==> src/iors_pkg.sv <==
// package: map, field masks and state types of the io register space
package iors_pkg;

  localparam int ADDR_W = 6;
  localparam int DATA_W = 8;
  localparam int BIT_W  = 3;
  localparam int NFLAGS = 8;
  localparam int LOW_N  = 32;
  localparam int HIGH_N = 32;
  localparam int LOW_AW = 5;

  localparam logic [ADDR_W-1:0] BIT_RANGE_TOP = 6'h1F;

  // ------------------------------------------------------------------
  // register addresses
  // ------------------------------------------------------------------
  localparam logic [5:0] A_CONV_CTRL_B   = 6'h03;
  localparam logic [5:0] A_CONV_RES_LO   = 6'h04;
  localparam logic [5:0] A_CONV_RES_HI   = 6'h05;
  localparam logic [5:0] A_CONV_CTRL_A   = 6'h06;
  localparam logic [5:0] A_CONV_IN_SEL   = 6'h07;
  localparam logic [5:0] A_CMP_CTRL_STAT = 6'h08;
  localparam logic [5:0] A_DIG_IN_DIS    = 6'h14;
  localparam logic [5:0] A_PIN_CHG_MASK  = 6'h15;
  localparam logic [5:0] A_PORT_IN_PINS  = 6'h16;
  localparam logic [5:0] A_PORT_DIR      = 6'h17;
  localparam logic [5:0] A_PORT_OUT      = 6'h18;
  localparam logic [5:0] A_EE_CTRL       = 6'h1C;
  localparam logic [5:0] A_EE_DATA       = 6'h1D;
  localparam logic [5:0] A_EE_ADDR       = 6'h1E;
  localparam logic [5:0] A_WDOG_CTRL     = 6'h21;
  localparam logic [5:0] A_PWR_REDUCE    = 6'h25;
  localparam logic [5:0] A_CLK_PRESCALE  = 6'h26;
  localparam logic [5:0] A_GEN_TMR_CTRL  = 6'h28;
  localparam logic [5:0] A_TMR_CMP_B     = 6'h29;
  localparam logic [5:0] A_DBG_DATA      = 6'h2E;
  localparam logic [5:0] A_TMR_CTRL_A    = 6'h2F;
  localparam logic [5:0] A_BROWNOUT_CTRL = 6'h30;
  localparam logic [5:0] A_OSC_TRIM      = 6'h31;
  localparam logic [5:0] A_TMR_COUNT     = 6'h32;
  localparam logic [5:0] A_TMR_CTRL_B    = 6'h33;
  localparam logic [5:0] A_RESET_CAUSE   = 6'h34;
  localparam logic [5:0] A_CORE_CTRL     = 6'h35;
  localparam logic [5:0] A_TMR_CMP_A     = 6'h36;
  localparam logic [5:0] A_SELF_PROG     = 6'h37;
  localparam logic [5:0] A_TMR_FLAGS     = 6'h38;
  localparam logic [5:0] A_TMR_IRQ_MASK  = 6'h39;
  localparam logic [5:0] A_EXT_IRQ_FLAGS = 6'h3A;
  localparam logic [5:0] A_EXT_IRQ_MASK  = 6'h3B;
  localparam logic [5:0] A_STACK_PTR_LO  = 6'h3D;
  localparam logic [5:0] A_CORE_STATUS   = 6'h3F;

  // ------------------------------------------------------------------
  // hardware flags: index order of the flag bank
  // ------------------------------------------------------------------
  // 0 conv done, 1 comparator, 2 watchdog, 3 overflow, 4 compare a,
  // 5 compare b, 6 external line, 7 pin change
  localparam logic [5:0] FLAG_ADDR [NFLAGS] = '{
    A_CONV_CTRL_A, A_CMP_CTRL_STAT, A_WDOG_CTRL, A_TMR_FLAGS,
    A_TMR_FLAGS, A_TMR_FLAGS, A_EXT_IRQ_FLAGS, A_EXT_IRQ_FLAGS};
  localparam logic [2:0] FLAG_BIT [NFLAGS] = '{
    3'h4, 3'h4, 3'h7, 3'h1, 3'h2, 3'h3, 3'h6, 3'h5};

  localparam logic [2:0] CMP_OUT_BIT = 3'h5;
  localparam logic [7:0] ZERO_BYTE   = 8'h00;

  // implemented bits of each address; reserved reads zero
  function automatic logic [7:0] rdMask(input logic [5:0] a);
    logic [7:0] m;
    m = ZERO_BYTE;
    unique case (a)
      A_CONV_CTRL_B:   m = 8'h47;
      A_CONV_IN_SEL:   m = 8'h63;
      A_CMP_CTRL_STAT: m = 8'hFB;
      A_DIG_IN_DIS, A_PIN_CHG_MASK, A_PORT_IN_PINS, A_PORT_DIR,
      A_PORT_OUT, A_EE_CTRL, A_EE_ADDR: m = 8'h3F;
      A_PWR_REDUCE, A_BROWNOUT_CTRL: m = 8'h03;
      A_CLK_PRESCALE:  m = 8'h8F;
      A_GEN_TMR_CTRL:  m = 8'h81;
      A_TMR_CTRL_A:    m = 8'hF3;
      A_TMR_CTRL_B:    m = 8'hCF;
      A_RESET_CAUSE:   m = 8'h0F;
      A_CORE_CTRL:     m = 8'h7B;
      A_SELF_PROG:     m = 8'h1F;
      A_TMR_FLAGS, A_TMR_IRQ_MASK: m = 8'h0E;
      A_EXT_IRQ_FLAGS, A_EXT_IRQ_MASK: m = 8'h60;
      A_CONV_RES_LO, A_CONV_RES_HI, A_CONV_CTRL_A, A_EE_DATA,
      A_WDOG_CTRL, A_TMR_CMP_B, A_DBG_DATA, A_OSC_TRIM, A_TMR_COUNT,
      A_TMR_CMP_A, A_STACK_PTR_LO, A_CORE_STATUS: m = 8'hFF;
      default:         m = ZERO_BYTE;
    endcase
    return m;
  endfunction : rdMask

  // bits that software may store: flags and live inputs excluded
  function automatic logic [7:0] wrMask(input logic [5:0] a);
    logic [7:0] ro;
    ro = ZERO_BYTE;
    unique case (a)
      A_CONV_RES_LO, A_CONV_RES_HI, A_PORT_IN_PINS,
      A_TMR_FLAGS, A_EXT_IRQ_FLAGS: ro = 8'hFF;
      A_CONV_CTRL_A:   ro = 8'h10;
      A_CMP_CTRL_STAT: ro = 8'h30;
      A_WDOG_CTRL:     ro = 8'h80;
      default:         ro = ZERO_BYTE;
    endcase
    return rdMask(a) & ~ro;
  endfunction : wrMask

  typedef struct packed {
    logic [LOW_N-1:0][DATA_W-1:0] low;
    logic                         rdPend;
    logic [ADDR_W-1:0]            rdAddr;
    logic [DATA_W-1:0]            rdData;
    logic                         rdValid;
    logic                         skip;
    logic                         testDone;
  } iors_top_state_t;

endpackage : iors_pkg

==> src/iors_if.sv <==
// interfaces: flag bank and high-range store links
`timescale 1ns/1ps
`default_nettype none

interface iors_flag_if #(parameter int N = 8);
  logic [N-1:0] setEv;
  logic [N-1:0] clrReq;
  logic [N-1:0] state;
  modport bank (input setEv, input clrReq, output state);
  modport user (output setEv, output clrReq, input state);
endinterface : iors_flag_if

interface iors_mem_if #(parameter int AW = 5, parameter int DW = 8);
  logic          we;
  logic [AW-1:0] wAddr;
  logic [DW-1:0] wData;
  logic          re;
  logic [AW-1:0] rAddr;
  logic [DW-1:0] rData;
  modport store (input we, input wAddr, input wData, input re,
                 input rAddr, output rData);
  modport user (output we, output wAddr, output wData, output re,
                output rAddr, input rData);
endinterface : iors_mem_if

`default_nettype wire

==> src/iors_flag_bank.sv <==
// module: sticky hardware flags with write-one clear
`timescale 1ns/1ps
`default_nettype none

module iors_flag_bank #(
  parameter int N = 8
) (
  input wire logic   clk,
  input wire logic   rst,
  iors_flag_if.bank  fl
);

  typedef struct packed {
    logic [N-1:0] flag;
  } iors_flag_state_t;

  iors_flag_state_t st_q;
  iors_flag_state_t st_d;

  // ------------------------------------------------------------------
  // per-bit next value
  // ------------------------------------------------------------------
  always_comb begin
    st_d = st_q;
    for (int i = 0; i < N; i++) begin
      // set beats clear so an event in the clear cycle survives
      st_d.flag[i] = fl.setEv[i] | (st_q.flag[i] & ~fl.clrReq[i]);
    end
  end

  always_ff @(posedge clk) begin
    if (rst) begin
      st_q <= '0;
    end else begin
      st_q <= st_d;
    end
  end

  assign fl.state = st_q.flag;

endmodule : iors_flag_bank

`default_nettype wire

==> src/iors_store.sv <==
// module: byte store for the upper, word-only register range
`timescale 1ns/1ps
`default_nettype none

module iors_store #(
  parameter int DEPTH = 32,
  parameter int AW    = 5,
  parameter int DW    = 8
) (
  input wire logic   clk,
  input wire logic   rst,
  iors_mem_if.store  m
);

  typedef struct packed {
    logic [DEPTH-1:0][DW-1:0] mem;
    logic [DW-1:0]            rData;
  } iors_store_state_t;

  iors_store_state_t st_q;
  iors_store_state_t st_d;

  // ------------------------------------------------------------------
  // write and registered read
  // ------------------------------------------------------------------
  always_comb begin
    st_d = st_q;
    if (m.we) begin
      st_d.mem[m.wAddr] = m.wData;
    end
    // old data on a same-address read; the core never needs both
    if (m.re) begin
      st_d.rData = st_q.mem[m.rAddr];
    end
  end

  always_ff @(posedge clk) begin
    if (rst) begin
      st_q <= '0;
    end else begin
      st_q <= st_d;
    end
  end

  assign m.rData = st_q.rData;

endmodule : iors_store

`default_nettype wire

==> src/iors_space.sv <==
// module: the io register space as seen by the processor core
`timescale 1ns/1ps
`default_nettype none

module iors_space #(
  parameter int NFLAGS = iors_pkg::NFLAGS
) (
  input  wire logic                        clk,
  input  wire logic                        rst,
  input  wire logic [iors_pkg::ADDR_W-1:0] ioAddr,
  input  wire logic [iors_pkg::DATA_W-1:0] ioWrData,
  input  wire logic                        ioWrEn,
  input  wire logic                        ioRdEn,
  input  wire logic [iors_pkg::BIT_W-1:0]  bitSel,
  input  wire logic                        ioBitSetInstr,
  input  wire logic                        ioBitClearInstr,
  input  wire logic                        skipIfIoBitOneInstr,
  input  wire logic                        skipIfIoBitZeroInstr,
  input  wire logic [NFLAGS-1:0]           flagSetEv,
  input  wire logic [iors_pkg::DATA_W-1:0] convResultLow,
  input  wire logic [iors_pkg::DATA_W-1:0] convResultHigh,
  input  wire logic [iors_pkg::DATA_W-1:0] pinLevel,
  input  wire logic                        comparatorOut,
  output logic [iors_pkg::DATA_W-1:0]      ioRdData,
  output logic                             ioRdValid,
  output logic                             skipNext,
  output logic                             bitTestDone,
  output logic [iors_pkg::DATA_W-1:0]      portDirection,
  output logic [iors_pkg::DATA_W-1:0]      portOutputLatch,
  output logic [NFLAGS-1:0]                flagState
);

  // ------------------------------------------------------------------
  // links to flag bank and upper store
  // ------------------------------------------------------------------
  iors_flag_if #(.N(NFLAGS)) flagLink ();
  iors_mem_if #(
    .AW (iors_pkg::LOW_AW),
    .DW (iors_pkg::DATA_W)
  ) memLink ();

  iors_flag_bank #(
    .N (NFLAGS)
  ) uFlags (
    .clk (clk),
    .rst (rst),
    .fl  (flagLink.bank)
  );

  iors_store #(
    .DEPTH (iors_pkg::HIGH_N),
    .AW    (iors_pkg::LOW_AW),
    .DW    (iors_pkg::DATA_W)
  ) uStore (
    .clk (clk),
    .rst (rst),
    .m   (memLink.store)
  );

  iors_pkg::iors_top_state_t st_q;
  iors_pkg::iors_top_state_t st_d;

  logic [NFLAGS-1:0] clrVec;
  logic              inLowTake;
  logic              inLowRead;
  logic [7:0]        wm;
  logic [7:0]        testView;
  logic [7:0]        rdView;

  // ------------------------------------------------------------------
  // composite view of one address: stored bits, flags, live inputs
  // ------------------------------------------------------------------
  function automatic logic [7:0] viewOf(
    input logic [5:0]        a,
    input logic [7:0]        stored,
    input logic [NFLAGS-1:0] flags,
    input logic [7:0]        resLo,
    input logic [7:0]        resHi,
    input logic [7:0]        pins,
    input logic              cmpOut
  );
    logic [7:0] v;
    v = stored;
    unique case (a)
      iors_pkg::A_CONV_RES_LO:   v = resLo;
      iors_pkg::A_CONV_RES_HI:   v = resHi;
      iors_pkg::A_PORT_IN_PINS:  v = pins;
      iors_pkg::A_CMP_CTRL_STAT: v[iors_pkg::CMP_OUT_BIT] = cmpOut;
      default:                   v = stored;
    endcase
    for (int i = 0; i < NFLAGS; i++) begin
      if (a == iors_pkg::FLAG_ADDR[i]) begin
        v[iors_pkg::FLAG_BIT[i]] = flags[i];
      end
    end
    // reserved positions and addresses always read zero
    return v & iors_pkg::rdMask(a);
  endfunction : viewOf

  // ------------------------------------------------------------------
  // flag clear requests
  // ------------------------------------------------------------------
  always_comb begin
    clrVec = '0;
    for (int i = 0; i < NFLAGS; i++) begin
      if (ioWrEn && ioAddr == iors_pkg::FLAG_ADDR[i]) begin
        // a written one clears, a written zero leaves the flag
        clrVec[i] = ioWrData[iors_pkg::FLAG_BIT[i]];
      end else if (!ioWrEn && ioBitSetInstr && inLowTake
                   && ioAddr == iors_pkg::FLAG_ADDR[i]) begin
        // only the addressed flag sees the one, siblings are kept
        clrVec[i] = (bitSel == iors_pkg::FLAG_BIT[i]);
      end
    end
  end

  assign flagLink.setEv  = flagSetEv;
  assign flagLink.clrReq = clrVec;

  // ------------------------------------------------------------------
  // request decode
  // ------------------------------------------------------------------
  assign inLowTake = (ioAddr <= iors_pkg::BIT_RANGE_TOP);
  assign inLowRead = (st_q.rdAddr <= iors_pkg::BIT_RANGE_TOP);
  assign wm        = iors_pkg::wrMask(ioAddr);

  assign testView = viewOf(ioAddr, st_q.low[ioAddr[iors_pkg::LOW_AW-1:0]],
                           flagLink.state, convResultLow, convResultHigh,
                           pinLevel, comparatorOut);

  assign rdView = viewOf(st_q.rdAddr,
                         inLowRead ?
                           st_q.low[st_q.rdAddr[iors_pkg::LOW_AW-1:0]] :
                           memLink.rData,
                         flagLink.state, convResultLow, convResultHigh,
                         pinLevel, comparatorOut);

  // upper range: word writes only, reserved bits never stored
  assign memLink.we    = ioWrEn && !inLowTake;
  assign memLink.wAddr = ioAddr[iors_pkg::LOW_AW-1:0];
  assign memLink.wData = ioWrData & wm;
  assign memLink.re    = ioRdEn && !inLowTake;
  assign memLink.rAddr = ioAddr[iors_pkg::LOW_AW-1:0];

  // ------------------------------------------------------------------
  // next state
  // ------------------------------------------------------------------
  always_comb begin
    st_d = st_q;
    // word write wins over a bit operation in the same cycle
    if (ioWrEn && inLowTake) begin
      st_d.low[ioAddr[iors_pkg::LOW_AW-1:0]] =
        (st_q.low[ioAddr[iors_pkg::LOW_AW-1:0]] & ~wm) | (ioWrData & wm);
    end else if (ioBitSetInstr && inLowTake) begin
      // single-bit update, no read-modify-write of the byte
      if (wm[bitSel]) begin
        st_d.low[ioAddr[iors_pkg::LOW_AW-1:0]][bitSel] = 1'b1;
      end
    end else if (ioBitClearInstr && inLowTake) begin
      if (wm[bitSel]) begin
        st_d.low[ioAddr[iors_pkg::LOW_AW-1:0]][bitSel] = 1'b0;
      end
    end

    // bit test answers next cycle; upper range is refused
    st_d.testDone = (skipIfIoBitOneInstr || skipIfIoBitZeroInstr)
                    && inLowTake;
    st_d.skip = inLowTake &&
                ((skipIfIoBitOneInstr && testView[bitSel]) ||
                 (skipIfIoBitZeroInstr && !testView[bitSel]));

    // reads pass a capture stage so the store data is registered
    st_d.rdPend  = ioRdEn;
    st_d.rdAddr  = ioRdEn ? ioAddr : st_q.rdAddr;
    st_d.rdValid = st_q.rdPend;
    st_d.rdData  = st_q.rdPend ? rdView : st_q.rdData;
  end

  always_ff @(posedge clk) begin
    if (rst) begin
      st_q <= '0;
    end else begin
      st_q <= st_d;
    end
  end

  // ------------------------------------------------------------------
  // outputs, all from flip-flops
  // ------------------------------------------------------------------
  assign ioRdData        = st_q.rdData;
  assign ioRdValid       = st_q.rdValid;
  assign skipNext        = st_q.skip;
  assign bitTestDone     = st_q.testDone;
  assign portDirection   =
    st_q.low[iors_pkg::A_PORT_DIR[iors_pkg::LOW_AW-1:0]];
  assign portOutputLatch =
    st_q.low[iors_pkg::A_PORT_OUT[iors_pkg::LOW_AW-1:0]];
  assign flagState       = flagLink.state;

endmodule : iors_space

`default_nettype wire

==> config.mk <==
export PLATFORM = sky130hd
export DESIGN_NAME = iors_space
export DESIGN_NICKNAME = d
export VERILOG_FILES = /design/src/iors_pkg.sv /design/src/iors_if.sv /design/src/iors_flag_bank.sv /design/src/iors_store.sv /design/src/iors_space.sv
export SDC_FILE = /design/constraint.sdc
export NUM_CORES = 1
export LEC_CHECK = 0
export BUFFER_PORTS_ARGS = -buffer_cell sky130_fd_sc_hd__buf_2
export CAP_MARGIN = 20
export CORE_MARGIN = 8
export CORE_UTILIZATION = 35
export CTS_CLUSTER_SIZE = 28
export DETAILED_ROUTE_END_ITERATION = 6
export RECOVER_POWER = 50
export SYNTH_ARGS = -nofsm -noshare
export SYNTH_HDL_FRONTEND = slang
export SYNTH_SLANG_ARGS = --single-unit
==> constraint.sdc <==
create_clock -name clk -period 4.4 [get_ports clk]
set_input_delay 0.44 -clock clk [delete_from_list [all_inputs] [get_ports clk]]
set_output_delay 0.44 -clock clk [all_outputs]
set_load 0.02 [all_outputs]
==> out/results.tsv <==
metric	value	unit
post-synth top area share	39.0	%
Worst-path clk slew	0.06	ns
Post-DP HPWL	78300	um
Final Max Slew Viols	65	
Crit path depth	8	
Net Count, Synth	3306	
main flop type after synthesis	dfxtp_1	
cts bufs inserted	58	
Mapped Area	28400	um2
GRT met1 Usage	31.7	%
overall die area	90600	um2
H-tree lvl count	2	
r2r endpoint	ioRdData[5]	
Iter 0 DRT Violations	3408	
Synth-to-Final Area Change	11.7	%
Longest Clk Path Bufs	3	
setup bufs post-CTS	0	
CP peak stage delay	1.35	ns
worst skew pair latency	0.65	ns
core area	80500	um2
status	complete, but fails checks	
Power Density	361	nW/um2
Residual DRC	0	
most frequent cell after synthesis	nand2_1	
final worst path period share	92.4	%
final setup fails	0	
CP startpoint kind	primary input	
Setup CP Type	in -> reg	
Avg WL per Cell	25.6	um
clock skew	0.0328	ns
Max Freq	246	MHz
Synth Register Bits	554	
CP Data Required Time	4.89	ns
min Tclk post-route	4.06	ns
max-cap violations	2	
relative slew slack	-23.1	%
violated checks	capacitance limit, slew limit	
Least-Margin Pin Slew	1.85	ns
Worst Path Arrival	4.55	ns
Synth Instances	3237	
R2R Setup Slk	0.77	ns
largest net degree at the start of global routing	174	
met3 Track Usage GR	6.18	%
CTS tree	yes	
async set or reset register ratio after synthesis	0	%
critical-path cell list	buf_2 -> clkbuf_1 -> nand2b_2 -> clkbuf_1 -> nor3_1 -> clkbuf_1 -> nand2_1 -> a21oi_1	
grt peak-use layer	met2	
Reg area	11100	um2
post-CTS resize count	0	
CP Capture Type	register	
EDFF count, synth	0	
die span in y	301	um
Synth area leader	dfxtp_1	
top cells by count, synth	579 x nand2_1, 554 x dfxtp_1, 437 x a21oi_1, 398 x nor2_1, 203 x mux4_2	
GR Overflow Total	0	
crit path max-delay cell type	clkbuf_1	
VDD IR max	296	uV
first-pass GRT wire length	163000	um
final hold viol count	0	
vias in the first global route	24200	
antenna viol nets, final	0	
critical path's most frequent cell	clkbuf_1	
number of cell rows	104	
port bufs	92	
met2 usage	34.6	%
CTS root buffer	clkbuf_16	
post-DR vias/cell	6.00	
Routed Wire Length	111000	um
Bufs and invs on worst path	4	
leak pwr	0.0106	uW
layout cells sized above 1	16.0	%
DR vias	26000	
TNS Setup	0	ns
post-synthesis sequential area ratio	39.0	%
Top Family by Delay on Critical Path	buffers and inverters	
Starting Density	35.3	%
Total GRT Usage	23.5	%
initial antenna violation count	4	
CTS sink count	554	
critical path launch point	ioAddr[5]	
RD Place Congestion	1.05	
worst r2r path cells	9	
CTS Hold Buffers Added	2	
worst hold path class	in -> reg	
Yosys cell types	86	
Mapped Avg Cell Area	8.79	um2
I/O pin total	93	
Final Core Density	39.5	%
chip width	301	um
area of the multi-input gates	15900	um2
Area contributors post-synth	dfxtp_1 39%, mux4_2 16%, a21oi_1 7.7%, nand2_1 7.6%, nor2_1 5.3%	
Final nets	3296	
reg2reg start	st_q[11]	
worst-path maximum fanout	35	
Yosys warning count	0	
RSZ-0062 raised after global routing	no	
fill count	8011	
DR pass1 iterations	7	
## routing by layer
| layer | wire length [um] | part of all wire (%) | vias to the layer above |
|---|---|---|---|
| li1 | - | - | 11500 |
| met4 | 6630 | 6.0 | 4 |
| met2 | 47000 | 42 | 1568 |
| met5 | 23 | 0.021 | - |
| met1 | 44800 | 40 | 12500 |
| met3 | 12500 | 11 | 346 |
## worst min-delay path by stage
stage | from | endpoint | depth (start not counted)
6_report | flagSetEv[4] | uFlags.fl.state[4] | 3
5_1_grt | skipIfIoBitZeroInstr | bitTestDone | 2
4_1_cts | flagSetEv[3] | uFlags.fl.state[3] | 3
3_5_place_dp | ioRdData[1] | ioRdData[1] | 2
3_3_place_gp | ioRdData[6] | ioRdData[6] | 2
2_1_floorplan | ioRdData[1] | ioRdData[1] | 2
## cell families after synthesis
kind of cell    share of synthesized area (%)
simple gates                             19.8
compound gates                           15.9
mux                                      19.6
xor+xnor                               0.0308
fa+ha+maj                               0.484
buf+inv                                  5.25
flops                                    39.0
## layout by cell type (no fill, tap or decap), drive strengths merged, types with 6 or more instances in the layout
| master | netlist | routed |
|---|---|---|
| a211oi | 81 | 81 |
| a21oi | 441 | 441 |
| a22oi | 15 | 15 |
| a311oi | 28 | 28 |
| a31oi | 12 | 12 |
| and2 | 38 | 38 |
| and3 | 33 | 33 |
| buf | 134 | 165 |
| clkbuf | 155 | 136 |
| clkinv | 5 | 20 |
| dfxtp | 554 | 554 |
| ha | 11 | 11 |
| inv | 17 | 18 |
| mux2 | 11 | 11 |
| mux2i | 85 | 85 |
| mux4 | 203 | 203 |
| nand2 | 581 | 581 |
| nand2b | 16 | 16 |
| nand3 | 106 | 106 |
| nand4 | 7 | 7 |
| nor2 | 400 | 400 |
| nor2b | 22 | 22 |
| nor3 | 81 | 81 |
| o2111ai | 7 | 7 |
| o211ai | 6 | 6 |
| o21a | 7 | 7 |
| o21ai | 86 | 86 |
| o22ai | 8 | 8 |
## report_power, final
group	switching [uW]	leakage (uW)	internal (uW)
logic	864	0.00513	341
registers	69.3	0.00447	5060
clock network	2180	0.000969	2960
total	3120	0.0106	8360
## worst min-delay path: cells and delay by family
| kind | cells | cell delay, ns |
|---|---|---|
| compound gates | 1 | 0.05 |
| simple gates | 1 | 0.07 |
| buf+inv | 1 | 0.12 |
## cell type report
| cell class | instances | area share (%) |
|---|---|---|
| multi-input cells | 2372 | 50.0 |
| flip-flops and latches | 554 | 34.9 |
| clock buffers | 84 | 5.32 |
| repair buffers | 219 | 4.47 |
| well taps | 1060 | 4.17 |
| clock inverters | 24 | 0.902 |
| inverters | 22 | 0.260 |
| diodes | 1 | 0.00787 |
## through the flow
step	std cells	setup WS, ns	hold slack, ns	instance area (um2)	power (uW)
after CTS	4335	0.938	0.0598	31900	11500
after floorplan	3237	1.14	0.423	28400	5950
after detailed placement	4225	0.482	0.437	29900	6410
after global placement	4223	0.511	0.430	29900	6410
final	4336	0.335	0.0622	31800	11500
after global routing	4335	0.385	0.0734	31800	11800
(Power assumes the default switching activity.)
